$ cat config.mk
export PLATFORM = sky130hd
export DESIGN_NAME = internal_param_redundancy_check
export DESIGN_NICKNAME = d
export VERILOG_FILES = /design/src/hdl/internal_param_redundancy_check.v
export VERILOG_INCLUDE_DIRS = /design/src /design/src/hdl
export SDC_FILE = /design/constraint.sdc
export NUM_CORES = 1
export LEC_CHECK = 0
export BUFFER_PORTS_ARGS = -buffer_cell sky130_fd_sc_hd__buf_2
export CORE_ASPECT_RATIO = 1.25
export CORE_MARGIN = 3
export CORE_UTILIZATION = 55
export CTS_BUF_LIST = sky130_fd_sc_hd__clkbuf_8
export CTS_CLUSTER_DIAMETER = 120
export CTS_CLUSTER_SIZE = 40
export DETAILED_ROUTE_END_ITERATION = 10
export PLACE_DENSITY = 0.84
export SLEW_MARGIN = 10
export SYNTH_ARGS = -nofsm -noshare
export SYNTH_HDL_FRONTEND = slang
export SYNTH_SLANG_ARGS = --single-unit
$ cat constraint.sdc
create_clock -name CLOCK -period 5 [get_ports CLOCK]
set_input_delay 0.75 -clock CLOCK [delete_from_list [all_inputs] [get_ports CLOCK]]
set_output_delay 0.75 -clock CLOCK [all_outputs]
set_load 0.02 [all_outputs]
$ cat src/hdl/internal_param_defines.vh
// Constants for the internal parameter measurement and redundancy check block
`ifndef INTERNAL_PARAM_DEFINES_VH
`define INTERNAL_PARAM_DEFINES_VH

// Clock rate in MHz, used to turn microseconds into cycles
`define CLK_MHZ 32'd25
`define CY(us) ((us) * `CLK_MHZ)

// Register byte offsets
`define OFS_CMD 5'h00
`define OFS_CFG 5'h04
`define OFS_STACK 5'h08
`define OFS_TEMP 5'h0C
`define OFS_ASUP 5'h10
`define OFS_DSUP 5'h14
`define ADDR_W 5

// Command register fields
`define CMD_START 0
`define CMD_REDUND 1
`define STS_BUSY 0
`define STS_FAULT 1

// Configuration register fields
`define CFG_MODE_LO 0
`define CFG_MODE_HI 2
`define CFG_PS_LO 3
`define CFG_PS_HI 4
`define CFG_FORCE 5
`define CFG_RESET 8'h00

// Result range and fault code
`define RESULT_MAX 16'hDFFF
`define FAULT_BASE 16'hFF00
`define RESP_OKAY 2'h0
`define RESP_SLVERR 2'h2

// Entries per mode: four measurement ends then command end
`define STEPS 5
`define LAST_MEAS 3'h3
`define ENTRY_W 32

// Timing rows in microseconds, command end first, first measurement last
`define ROW_27K `CY(32'd742), `CY(32'd198), `CY(32'd151), `CY(32'd104), `CY(32'd58)
`define ROW_14K `CY(32'd858), `CY(32'd314), `CY(32'd238), `CY(32'd163), `CY(32'd87)
`define ROW_7K `CY(32'd1556), `CY(32'd547), `CY(32'd413), `CY(32'd279), `CY(32'd145)
`define ROW_3K `CY(32'd2022), `CY(32'd1012), `CY(32'd762), `CY(32'd512), `CY(32'd261)
`define ROW_2K `CY(32'd2953), `CY(32'd1943), `CY(32'd1460), `CY(32'd977), `CY(32'd494)
`define ROW_1K `CY(32'd4814), `CY(32'd3805), `CY(32'd2857), `CY(32'd1908), `CY(32'd960)
`define ROW_422 `CY(32'd8538), `CY(32'd7529), `CY(32'd5649), `CY(32'd3770), `CY(32'd1890)
`define ROW_26 `CY(32'd134211), `CY(32'd119238), `CY(32'd89431), `CY(32'd59624), `CY(32'd29818)
`define TIMES_DEFAULT {`ROW_26, `ROW_422, `ROW_1K, `ROW_2K, `ROW_3K, `ROW_7K, `ROW_14K, `ROW_27K}

`endif

$ cat src/hdl/internal_param_redundancy_check.v
// Internal parameter measurement sequencer with redundant filter check, AXI4-Lite slave
// Contract
// RULE1 - Measure command converts stack sum, die temperature, analog and digital supply.
// RULE2 - All eight filter modes are usable for this command.
// RULE3 - Fast mode ends measurements at 58, 104, 151, 198 us; command at 742 us.
// RULE4 - Totals are 4814 us, 8538 us and 134211 us in slow modes.
// RULE5 - Stack sum is attenuated stack voltage, sixteen bits in status group A.
// RULE6 - One stack sum count equals thirty times 100 uV.
// RULE7 - Die temperature is sixteen bits in group A, scaled by 100uV/7.6mV minus 276.
// RULE8 - Analog supply in group A, digital supply in group B, 100 uV per count.
// RULE9 - Host sets path select to 0 or 1 to get redundancy.
// RULE10 - Redundant and plain variants take identical time.
// RULE11 - Three converters own a filter machine each, plus one redundant machine.
// RULE12 - Plain internal parameter measure never applies redundancy.
// RULE13 - Bit stream feeds primary and redundant machines; compare at conversion end.
// RULE14 - Any mismatch stores fault code FF0X instead of the result.
// RULE15 - Valid results stay within 0000 to DFFF.
// RULE16 - Fault low bits flag mismatching nibbles, bit 3 for bits 15-12.
// RULE17 - Fault code low four bits are never all zero.
// RULE18 - Redundancy checks one converter path at a time.
// RULE19 - Path chosen automatically by default; host path select overrides.
// RULE20 - Force fail bit makes later redundant conversions report failure.
// RULE21 - Path select 00/01 checks converter 1; 10/11 use converters 2/3 unchecked.
// RULE22 - Order is stack sum, die temperature, analog supply, digital supply.
//
// Added by the designer: register access over AXI4-Lite and the register offsets.
`timescale 1ns/10ps
`include "internal_param_defines.vh"

module internal_param_redundancy_check #(
   parameter [8*`STEPS*`ENTRY_W-1:0] TIMES = `TIMES_DEFAULT,
   parameter ACC_W = 24,
   parameter CNT_W = 24
) (
   input wire CLOCK,
   input wire RST_N,
   input wire [2:0] MOD_BIT,
   output reg BUSY,
   input wire [`ADDR_W-1:0] S_AXI_AWADDR,
   input wire S_AXI_AWVALID,
   output reg S_AXI_AWREADY,
   input wire [31:0] S_AXI_WDATA,
   input wire [3:0] S_AXI_WSTRB,
   input wire S_AXI_WVALID,
   output reg S_AXI_WREADY,
   output reg [1:0] S_AXI_BRESP,
   output reg S_AXI_BVALID,
   input wire S_AXI_BREADY,
   input wire [`ADDR_W-1:0] S_AXI_ARADDR,
   input wire S_AXI_ARVALID,
   output reg S_AXI_ARREADY,
   output reg [31:0] S_AXI_RDATA,
   output reg [1:0] S_AXI_RRESP,
   output reg S_AXI_RVALID,
   input wire S_AXI_RREADY
);

   // Sequencer states, one-hot
   localparam [1:0] ST_IDLE = 2'h1;
   localparam [1:0] ST_RUN = 2'h2;

   // Step numbers: four measurement ends, then the command end
   localparam [2:0] STEP_STACK = 3'h0;
   localparam [2:0] STEP_TEMP = 3'h1;
   localparam [2:0] STEP_ASUP = 3'h2;
   localparam [2:0] STEP_DSUP = `LAST_MEAS;
   localparam [2:0] STEP_END = `LAST_MEAS + 3'h1;

   // Sequencer state
   reg [1:0] state_r;
   reg [CNT_W-1:0] cnt_r;
   reg [2:0] step_r;
   reg [2:0] run_mode_r;
   reg [1:0] run_ps_r;
   reg run_red_r;
   reg run_force_r;
   reg fault_seen_r;

   // Filter machines and stored results
   reg [ACC_W-1:0] acc_r [0:2];
   reg [ACC_W-1:0] red_acc_r;
   reg [15:0] stack_sum_result_r;
   reg [15:0] die_temp_result_r;
   reg [15:0] analog_supply_result_r;
   reg [15:0] digital_supply_result_r;

   // Host configuration and bus holding registers
   reg [7:0] cfg_r;
   reg aw_full_r;
   reg w_full_r;
   reg [`ADDR_W-1:0] aw_addr_r;
   reg [31:0] w_data_r;
   reg [3:0] w_strb_r;
   reg start_r;
   reg start_red_r;
   integer i;

   // Clamp a filter sum into the legal result range so a fault code never looks real
   function [15:0] clamp;
      input [ACC_W-1:0] v;
      begin
         // RULE15 result range clamp
         if (v > {{(ACC_W-16){1'b0}}, `RESULT_MAX})
            clamp = `RESULT_MAX;
         else
            clamp = v[15:0];
      end
   endfunction

   // Fault code with one flag per mismatching nibble
   function [15:0] fault_code;
      input [15:0] a;
      input [15:0] b;
      begin
         // RULE14 RULE16 nibble flags
         fault_code = `FAULT_BASE | {12'h000, |(a[15:12] ^ b[15:12]), |(a[11:8] ^ b[11:8]),
            |(a[7:4] ^ b[7:4]), |(a[3:0] ^ b[3:0])};
      end
   endfunction

   // Look up a boundary time in cycles for a mode and step
   function [CNT_W-1:0] boundary;
      input [2:0] mode;
      input [2:0] step;
      integer base;
      begin
         base = (mode * `STEPS + step) * `ENTRY_W;
         boundary = TIMES[base +: CNT_W];
      end
   endfunction

   // Word address of a bus byte address; the two low bits are ignored
   function [`ADDR_W-1:0] word_addr;
      input [`ADDR_W-1:0] a;
      begin
         word_addr = {a[`ADDR_W-1:2], 2'h0};
      end
   endfunction

   // True for the offsets that hold a register, read or write alike
   function ofs_mapped;
      input [`ADDR_W-1:0] a;
      begin
         case (a)
            `OFS_CMD, `OFS_CFG, `OFS_STACK, `OFS_TEMP, `OFS_ASUP, `OFS_DSUP: ofs_mapped = 1'b1;
            default: ofs_mapped = 1'b0;
         endcase
      end
   endfunction

   // Converter index for a path select value; 00 and 01 both land on converter 1
   function [1:0] path_of;
      input [1:0] ps;
      begin
         case (ps)
            2'h2: path_of = 2'h1;
            2'h3: path_of = 2'h2;
            default: path_of = 2'h0;
         endcase
      end
   endfunction

   // One integrator step: add the modulator bit to the running sum
   function [ACC_W-1:0] integrate;
      input [ACC_W-1:0] acc;
      input bit_in;
      begin
         integrate = acc + {{(ACC_W-1){1'b0}}, bit_in};
      end
   endfunction

   // State decode shared by the sequencer, the filters and the capture
   wire running = (state_r == ST_RUN);
   wire start_now = (state_r == ST_IDLE) && start_r;
   // Converter that the current command reads
   wire [1:0] path = path_of(run_ps_r);
   // RULE9 RULE21 redundancy only on converter 1 path
   wire red_on = run_red_r & ~run_ps_r[1];
   // A boundary of the current step is reached
   wire hit = running && (cnt_r == boundary(run_mode_r, step_r));
   wire meas_end = hit && (step_r <= STEP_DSUP);
   // Primary result of the selected converter
   wire [15:0] prim_val = clamp(acc_r[path]);
   // RULE20 force fail flips a bit of the redundant result, so a mismatch follows at every checked conversion
   wire [15:0] red_val = clamp(red_acc_r) ^ {15'h0000, run_force_r};
   // RULE13 compare at end of each conversion
   wire mismatch = red_on && (prim_val != red_val);
   // RULE17 mismatch guarantees at least one nibble flag
   wire [15:0] store_val = mismatch ? fault_code(prim_val, red_val) : prim_val;

   // Sequencer; the redundant variant reuses the same timing table
   always @(posedge CLOCK or negedge RST_N) begin
      if (!RST_N) begin
         state_r <= ST_IDLE;
         cnt_r <= {CNT_W{1'b0}};
         step_r <= 3'h0;
         run_mode_r <= 3'h0;
         run_ps_r <= 2'h0;
         run_red_r <= 1'b0;
         run_force_r <= 1'b0;
         BUSY <= 1'b0;
      end else begin
         case (state_r)
            ST_IDLE: begin
               if (start_r) begin
                  // RULE2 mode latched from configuration
                  run_mode_r <= cfg_r[`CFG_MODE_HI:`CFG_MODE_LO];
                  // RULE19 host path select overrides default converter 1
                  run_ps_r <= cfg_r[`CFG_PS_HI:`CFG_PS_LO];
                  run_force_r <= cfg_r[`CFG_FORCE];
                  // RULE12 plain command never redundant
                  run_red_r <= start_red_r;
                  cnt_r <= {{(CNT_W-1){1'b0}}, 1'b1};
                  step_r <= 3'h0;
                  state_r <= ST_RUN;
                  BUSY <= 1'b1;
               end
            end
            ST_RUN: begin
               // Cycles since the command started
               cnt_r <= cnt_r + {{(CNT_W-1){1'b0}}, 1'b1};
               if (hit) begin
                  // RULE3 RULE4 RULE10 boundaries from table
                  if (step_r == STEP_END) begin
                     state_r <= ST_IDLE;
                     BUSY <= 1'b0;
                  end
                  // Next boundary of the table
                  step_r <= step_r + 3'h1;
               end
            end
            default: begin
               state_r <= ST_IDLE;
               BUSY <= 1'b0;
            end
         endcase
      end
   end

   // Filter machines: integrate modulator ones, dump at each measurement end
   always @(posedge CLOCK or negedge RST_N) begin
      if (!RST_N) begin
         for (i = 0; i < 3; i = i + 1)
            acc_r[i] <= {ACC_W{1'b0}};
         red_acc_r <= {ACC_W{1'b0}};
      end else begin
         // RULE11 one machine per converter
         for (i = 0; i < 3; i = i + 1) begin
            if (!running || meas_end)
               acc_r[i] <= {ACC_W{1'b0}};
            else
               acc_r[i] <= integrate(acc_r[i], MOD_BIT[i]);
         end
         // RULE13 RULE18 redundant machine follows the checked path only
         if (!running || meas_end || !red_on)
            red_acc_r <= {ACC_W{1'b0}};
         else
            red_acc_r <= integrate(red_acc_r, MOD_BIT[path]);
      end
   end

   // Result capture; stack sum first, digital supply last
   always @(posedge CLOCK or negedge RST_N) begin
      if (!RST_N) begin
         stack_sum_result_r <= 16'h0000;
         die_temp_result_r <= 16'h0000;
         analog_supply_result_r <= 16'h0000;
         digital_supply_result_r <= 16'h0000;
         fault_seen_r <= 1'b0;
      end else begin
         // Fault flag cleared at start, set by any mismatch during the run
         if (start_now)
            fault_seen_r <= 1'b0;
         else if (meas_end && mismatch)
            fault_seen_r <= 1'b1;
         if (meas_end) begin
            // RULE1 RULE22 four quantities in order
            case (step_r)
               STEP_STACK: stack_sum_result_r <= store_val; // RULE5 RULE6 group A
               STEP_TEMP: die_temp_result_r <= store_val; // RULE7 group A
               STEP_ASUP: analog_supply_result_r <= store_val; // RULE8 group A
               STEP_DSUP: digital_supply_result_r <= store_val; // RULE8 group B
               default: digital_supply_result_r <= digital_supply_result_r;
            endcase
         end
      end
   end

   // Write channel: address and data taken in either order, answered once both are held
   wire do_write = aw_full_r && w_full_r && !S_AXI_BVALID;
   wire wr_ofs_ok = ofs_mapped(aw_addr_r);
   // Decoded request of the held write
   wire wr_cmd = (aw_addr_r == `OFS_CMD) && w_strb_r[0];
   wire wr_cfg = (aw_addr_r == `OFS_CFG) && w_strb_r[0];
   wire start_req = wr_cmd && w_data_r[`CMD_START] && (state_r == ST_IDLE);
   always @(posedge CLOCK or negedge RST_N) begin
      if (!RST_N) begin
         aw_full_r <= 1'b0;
         w_full_r <= 1'b0;
         aw_addr_r <= {`ADDR_W{1'b0}};
         w_data_r <= 32'h00000000;
         w_strb_r <= 4'h0;
         S_AXI_AWREADY <= 1'b0;
         S_AXI_WREADY <= 1'b0;
         S_AXI_BVALID <= 1'b0;
         S_AXI_BRESP <= `RESP_OKAY;
         cfg_r <= `CFG_RESET;
         start_r <= 1'b0;
         start_red_r <= 1'b0;
      end else begin
         // Ready pulses for one cycle, only while its own channel holds nothing
         S_AXI_AWREADY <= !aw_full_r && !S_AXI_AWREADY && S_AXI_AWVALID;
         S_AXI_WREADY <= !w_full_r && !S_AXI_WREADY && S_AXI_WVALID;
         if (S_AXI_AWVALID && S_AXI_AWREADY) begin
            aw_full_r <= 1'b1;
            aw_addr_r <= word_addr(S_AXI_AWADDR);
         end
         if (S_AXI_WVALID && S_AXI_WREADY) begin
            w_full_r <= 1'b1;
            w_data_r <= S_AXI_WDATA;
            w_strb_r <= S_AXI_WSTRB;
         end
         // Start is a one-cycle strobe to the sequencer
         start_r <= 1'b0;
         if (do_write) begin
            aw_full_r <= 1'b0;
            w_full_r <= 1'b0;
            S_AXI_BVALID <= 1'b1;
            // Unmapped offsets are refused with a slave error
            S_AXI_BRESP <= wr_ofs_ok ? `RESP_OKAY : `RESP_SLVERR;
            // Start while busy is dropped; restarting mid-run would corrupt the results
            if (start_req) begin
               start_r <= 1'b1;
               start_red_r <= w_data_r[`CMD_REDUND];
            end
            if (wr_cfg)
               cfg_r <= w_data_r[7:0];
         end else if (S_AXI_BVALID && S_AXI_BREADY) begin
            S_AXI_BVALID <= 1'b0;
         end
      end
   end

   // Read channel: one-cycle registered answer, unmapped offsets get SLVERR
   always @(posedge CLOCK or negedge RST_N) begin
      if (!RST_N) begin
         S_AXI_ARREADY <= 1'b0;
         S_AXI_RVALID <= 1'b0;
         S_AXI_RDATA <= 32'h00000000;
         S_AXI_RRESP <= `RESP_OKAY;
      end else begin
         // No new address while an answer is still waiting
         S_AXI_ARREADY <= S_AXI_ARVALID && !S_AXI_ARREADY && !S_AXI_RVALID;
         if (S_AXI_ARVALID && S_AXI_ARREADY) begin
            S_AXI_RVALID <= 1'b1;
            S_AXI_RRESP <= `RESP_OKAY;
            case (word_addr(S_AXI_ARADDR))
               `OFS_CMD: S_AXI_RDATA <= {30'h00000000, fault_seen_r, BUSY};
               `OFS_CFG: S_AXI_RDATA <= {24'h000000, cfg_r};
               `OFS_STACK: S_AXI_RDATA <= {16'h0000, stack_sum_result_r};
               `OFS_TEMP: S_AXI_RDATA <= {16'h0000, die_temp_result_r};
               `OFS_ASUP: S_AXI_RDATA <= {16'h0000, analog_supply_result_r};
               `OFS_DSUP: S_AXI_RDATA <= {16'h0000, digital_supply_result_r};
               default: begin
                  S_AXI_RDATA <= 32'h00000000;
                  S_AXI_RRESP <= `RESP_SLVERR;
               end
            endcase
         end else if (S_AXI_RVALID && S_AXI_RREADY) begin
            S_AXI_RVALID <= 1'b0;
         end
      end
   end

endmodule // internal_param_redundancy_check

## After elaboration in Yosys (flattened, before gate mapping)

Cells that the tools add are included.

| word-level totals | value |
|---|---|
| register bits | 263 |
| input port bits | 56 |
| output and inout port bits | 42 |
| logic and storage cells | 178 |

| cells by class | value |
|---|---|
| $add $sub $neg | 7 |
| multipliers | 1 |
| $lt $le $gt $ge | 5 |
| equal/unequal tests | 23 |
| shift-type cells | 1 |
| multiplexer cells | 42 |
| bitwise operators | 8 |
| reduce and logical (&&, ||, !) cells | 58 |

Operators by type and width:

| operator | count |
|---|---|
| 1280-bit by 13-bit variable part select with 24-bit output, first input constant | 1 |
| 24-bit two-way mux | 7 |
| 24-bit by 1-bit adder with 24-bit output | 4 |
| 16-bit one-hot mux with 6 select lines | 1 |
| 24-bit binary-select mux with 2-bit select | 1 |
| 24-bit by 16-bit > comparator with 1-bit output, second input constant | 2 |
| 16-bit two-way mux | 3 |
| 24-bit one-hot mux with 2 select lines | 1 |
| 24-bit by 1-bit adder with 24-bit output, second input constant | 1 |
| 24-bit == test | 1 |
| 1-bit logical AND | 22 |
| 3-bit by 2-bit == test with 1-bit output, second input constant | 6 |
| 1-bit two-way mux | 17 |
| 16-bit != test | 1 |
| 2-bit AND reduction | 8 |
| 4-bit OR reduction | 4 |
| 16-bit by 1-bit XOR with 16-bit output | 1 |
| 4-bit XOR | 4 |
| 3-bit == test, second input constant | 5 |
| 2-bit nonzero test | 6 |
| 6-bit OR reduction | 2 |
| 2-bit two-way mux | 5 |
| 3-bit by 1-bit == test with 1-bit output, second input constant | 3 |
| 1-bit zero test | 9 |
| 22 further kinds | 30 |

## Logic depth before layout (Yosys ltp)

| depth | value |
|---|---|
| depth in word-level cells | 13 |
| mapped depth | 19 |
| depth with buffers taken out | 14 |

## Worst setup path before layout

Ideal clock, no wire load.

| path | value |
|---|---|
| path type | reg-to-reg |
| from | register run_mode_r[0] |
| to | register analog_supply_result_r[13] |
| library setup time | 0.128 ns |
| arrival | 5.080 ns |
| required time | 4.872 ns |
| path slack | -0.208 ns |
| stages on the path, launching flop included | 17 |
| buffers on the path | 3 |
| clock period less this slack | 5.208 ns |
| path through | dfrtp_1 -> ha_1 -> ha_1 -> inv_1 -> fa_1 -> nand2b_1 -> clkbuf_1 -> a211oi_4 -> o21ai_2 -> o31a_1 -> or4b_1 -> or4_1 -> or4_1 -> buf_2 -> nor4_4 -> buf_6 -> mux2_1 |

| on the way | value |
|---|---|
| longest elaborated chain between the ends | 7 |

RTL lines:

| what | RTL line | source |
|---|---|---|
| from (decl) | internal_param_redundancy_check.v:73 | `reg [2:0] run_mode_r;` |
| from (signal assigned) | internal_param_redundancy_check.v:207 | `` run_mode_r <= cfg_r[`CFG_MODE_HI:`CFG_MODE_LO]; `` |
| 3-bit by 3-bit multiplier with 6-bit output (no source line) | n/a |  |
| 6-bit by 3-bit adder with 7-bit output | internal_param_redundancy_check.v:127 | `` base = (mode * `STEPS + step) * `ENTRY_W; `` |
| 1280-bit by 13-bit variable part select with 24-bit output | internal_param_redundancy_check.v:128 | `boundary = TIMES[base +: CNT_W];` |
| 24-bit == test | internal_param_redundancy_check.v:180 | `wire hit = running && (cnt_r == boundary(run_mode_r, step_r));` |
| 1-bit logical AND | internal_param_redundancy_check.v:180 |  |
| 1-bit logical AND | internal_param_redundancy_check.v:181 | `wire meas_end = hit && (step_r <= STEP_DSUP);` |
| 2-bit AND reduction (no source line) | n/a |  |
| to (signal assigned) | internal_param_redundancy_check.v:281 | `STEP_ASUP: analog_supply_result_r <= store_val;` |
| to (decl) | internal_param_redundancy_check.v:84 | `reg [15:0] analog_supply_result_r;` |

No other way between the ends.
A chain may end at the register's enable or synchronous reset.

## Worst setup path after layout

| path | value |
|---|---|
| from | register run_mode_r[0] |
| to | register stack_sum_result_r[15] |

| on the way | value |
|---|---|
| longest elaborated chain between the ends | 7 |

RTL lines:

| what | RTL line | source |
|---|---|---|
| 3-bit by 3-bit multiplier with 6-bit output (no source line) | n/a |  |
| 6-bit by 3-bit adder with 7-bit output | internal_param_redundancy_check.v:127 |  |
| 1280-bit by 13-bit variable part select with 24-bit output | internal_param_redundancy_check.v:128 |  |
| 24-bit == test | internal_param_redundancy_check.v:180 |  |
| 1-bit logical AND | internal_param_redundancy_check.v:180 |  |
| 1-bit logical AND | internal_param_redundancy_check.v:181 |  |
| 2-bit AND reduction (no source line) | n/a |  |
| to (signal assigned) | internal_param_redundancy_check.v:279 | `STEP_STACK: stack_sum_result_r <= store_val;` |
| to (decl) | internal_param_redundancy_check.v:82 | `reg [15:0] stack_sum_result_r;` |

No other way between the ends.

==> flow_metrics.env <==
export IMPL_outcome="completed"
export IMPL_hold_class="primary input to async pin"
export IMPL_grt_antenna_before_repair=0
export IMPL_fin_crit_ns=4.956
export IMPL_postSynthCellCount=1518
export IMPL_maxSlewHeadroom_pct=21.18
export IMPL_stdcell_count=1894
export IMPL_synth_area_leaders="dfrtp_1, xor2_1, mux2_2"
export IMPL_cts_clk_slew_worst_paths_ns=0.22
export IMPL_seq_area_um2=6110
export IMPL_min_period_over_period_pct=99.12
export IMPL_die_w_um=150.8
export IMPL_endpoint="stack_sum_result_r[15]"
export IMPL_grt_max_degree=131
export IMPL_htreeDepth=1
export IMPL_yosys_area_top_type_share_pct=42.16
export IMPL_ctsRootBufferMaster="clkbuf_8"
export IMPL_rows=65
export IMPL_whs_ns=0.2325
export IMPL_antenna_left=0
export IMPL_rr_endpoint="stack_sum_result_r[15]"
export IMPL_io_pins=98
export IMPL_synth_seq_area_share_pct=42.34
export IMPL_track_usage_pct=24.36
export IMPL_max_freq_mhz=201.8
export IMPL_start_kind="flop"
export IMPL_grt_pass1_vias=11654
export IMPL_cp_end_kind="flop"
export IMPL_synth_ff_type="dfrtp_1"
export IMPL_p_int_mw=2.898
export IMPL_vias_per_cell=6.261
export IMPL_place_congestion=0.9963
export IMPL_multi_input_area_um2=7828
export IMPL_pwr_share_seq_pct=50.1
export IMPL_final_core_util_pct=61.19
export IMPL_setup_worst_path_start="run_mode_r[0]"
export IMPL_crit_type="flop to flop"
export IMPL_rr_startpoint="run_mode_r[0]"
export IMPL_setup_viol=0
export IMPL_cts_tree="built"
export IMPL_worstPathRequired_ns=5.46
export IMPL_layout_setup_ws_ns=0.04401
export IMPL_die_h_um=187.1
export IMPL_syn_area_um2=14420
export IMPL_diodes=0
export IMPL_p_sw_share_pct=35.09
export IMPL_power_switching_mw=1.567
export IMPL_pwr_share_clk_pct=18.1
export IMPL_layout_drive_gt1_share_pct=14.75
export IMPL_crit_chain="buf_4 -> ha_2 -> ha_4 -> inv_1 -> fa_2 -> xor2_4 -> buf_4 -> mux4_2 -> o211ai_1 -> o211ai_1 -> xor2_1 -> or4_1 -> or4_4 -> buf_8 -> nor4_4 -> buf_4 -> buf_12 -> mux2_2"
export IMPL_ys_types=80
export IMPL_regToRegSetupSlack_ns=0.04
export IMPL_async_flop_share_pct=100.0
export IMPL_grt_overflow=0
export IMPL_p_per_area_nw_per_um2=285.8
export IMPL_slew_viol_final=0
export IMPL_crit_family="simple AND/OR/NAND/NOR gates"
export IMPL_dp_final_hpwl_um=24990
export IMPL_yosysWarnings=0
export IMPL_reg2regPathDepth=18
export IMPL_worst_slew_pin_slew_ns=1.180
export IMPL_p_leak_nw=6.712
export IMPL_cpMaxStageDelayCell="or4_1"
export IMPL_nFillCells=2032
export IMPL_yosysTopAreaCell="dfrtp_1"
export IMPL_clock_sinks=244
export IMPL_dr_pass1_iters=5
export IMPL_cts_buffers=10
export IMPL_dp_cells=1869
export IMPL_vias=11859
export IMPL_skew_ns=0.06342
export IMPL_hold_viol_final=0
export IMPL_avgSynthCellArea_um2=9.501
export IMPL_place_ws_ns=0.001255
export IMPL_wire_per_inst_um=18.69
export IMPL_cts_hold_buf=0
export IMPL_max_stage_delay_ns=0.52
export IMPL_synth_seq_cells=244
export IMPL_wirelength_um=35400
export IMPL_cp_data_arrival_time_ns=5.42
export IMPL_layout_common_cells="dfrtp_1, nor2_1, nand2_1"
export IMPL_path_depth=18
export IMPL_comb_power_share_pct=31.7
export IMPL_grt_pass1_wl_um=57370
export IMPL_initial_core_util_pct=56.48
export IMPL_area_delta_synth_final_pct=8.345
export IMPL_clkLatencyLatePin_ns=0.56
export IMPL_remaining_drc_errors=0
export IMPL_layout_commonest_cell="dfrtp_1"
export IMPL_die_area_um2=28210
export IMPL_fin_nets=1646
export IMPL_worst_path_most_repeated_cell="buf_4"
export IMPL_crit_fanout=8
export IMPL_cp_num_buf_inv=6
export IMPL_synth_edff_count=0
export IMPL_ir_worst_vdd_v=0.0002123
export IMPL_drt_iter0_drc=928
export IMPL_portBuffers=48
export IMPL_cts_path_max_buffers=3
export IMPL_coreArea_um2=25540
export IMPL_maxCapViolations=0
==> cell type report <==
type | instances | share of cell area (%)
multi-input combinational | 1139 | 50.09
timing repair buffer | 112 | 5.661
sequential | 244 | 39.10
clock buffer | 11 | 0.9689
clock inverter | 3 | 0.2963
tap | 335 | 2.682
inverter | 50 | 1.201
==> how the worst min path moves through the flow <==
stage	to	slack, ns
floorplan	S_AXI_WREADY	0.43
global placement	S_AXI_AWREADY	0.44
detailed placement	S_AXI_ARREADY	0.45
CTS	aw_addr_r[4]	0.29
global route	w_full_r	0.31
finish	w_full_r	0.23
==> per-stage QoR <==
step                      power [mW]  cell area [um^2]  TNS (ns)
after floorplan                3.169             14500         0
after global placement         3.581             15190         0
after detailed placement       3.616             15190         0
after CTS                      4.419             15410         0
after global routing           4.690             15630    -1.261
final                          4.465             15630         0
==> power by group through the flow <==
stage | Combinational [mW] | Clock (mW) | Sequential (mW)
2_1_floorplan | 0.916 | 0 | 2.25
3_3_place_gp | 1.32 | 0 | 2.26
3_5_place_dp | 1.35 | 0 | 2.27
4_1_cts | 1.36 | 0.829 | 2.23
5_1_grt | 1.54 | 0.892 | 2.25
6_report | 1.42 | 0.810 | 2.24
==> flip-flops by register name, summed over array words and instances (netlist names), 2 cells and up <==
name / flops
acc_r: 72
S_AXI_RDATA: 16
run_ps_r: 2
step_r: 3
run_mode_r: 3
w_data_r: 8
aw_addr_r: 3
cfg_r: 8
cnt_r: 24
red_acc_r: 24
analog_supply_result_r: 16
digital_supply_result_r: 16
stack_sum_result_r: 16
die_temp_result_r: 16
==> synthesized netlist by cell type (all sizes together) (5+ instances only) <==
cell type	number
dfrtp	243
nor2	150
nand2	139
nand3	80
mux2	79
xor2	75
a21oi	66
clkbuf	63
mux2i	56
o21ai	56
inv	50
nor3	42
xnor2	40
buf	39
ha	32
nand4	26
and3	25
nor4	19
a31oi	16
o211ai	16
a211oi	15
a22oi	14
nor2b	12
a22o	11
nand2b	11
and2	9
o21a	9
a221oi	7
nor4b	7
o31ai	7
o2111ai	6
o22ai	6
a21boi	5
a21o	5
mux4	5
nand4b	5
nor3b	5
or3	5
or4	5
==> repair_timing <==
action | in CTS | in global routing
pin swaps | 0 | 6
resized for setup | 1 | 26
setup buffers | 3 | 7
setup endpoints to repair | 37 | 152
gates cloned | 0 | 1
==> logic make-up (layout without fill, tap and decap cells) <==
family	after synthesis	count (layout)	synth area share (%)
AO/OA/AOI/OAI	273	273	12.69
adder cells (fa/ha/maj)	33	33	2.915
multiplexers	140	140	10.84
AND/OR/NAND/NOR	559	559	19.20
other	1	18	0.02600
XOR/XNOR	116	116	7.192
buffers and inverters	152	176	4.797
flip-flops	244	244	42.34
==> routing by layer <==
| layer | up-vias | GRT usage [%] | wire, um |
|---|---|---|---|
| li1 | 5451 | - | - |
| met1 | 5904 | 32.82 | 14470 |
| met2 | 404 | 40.36 | 17630 |
| met3 | 100 | 2.448 | 1870 |
| met4 | 0 | 9.735 | 1437 |
| met5 | - | 0 | 0 |
Power figures use the tool's default switching activity.
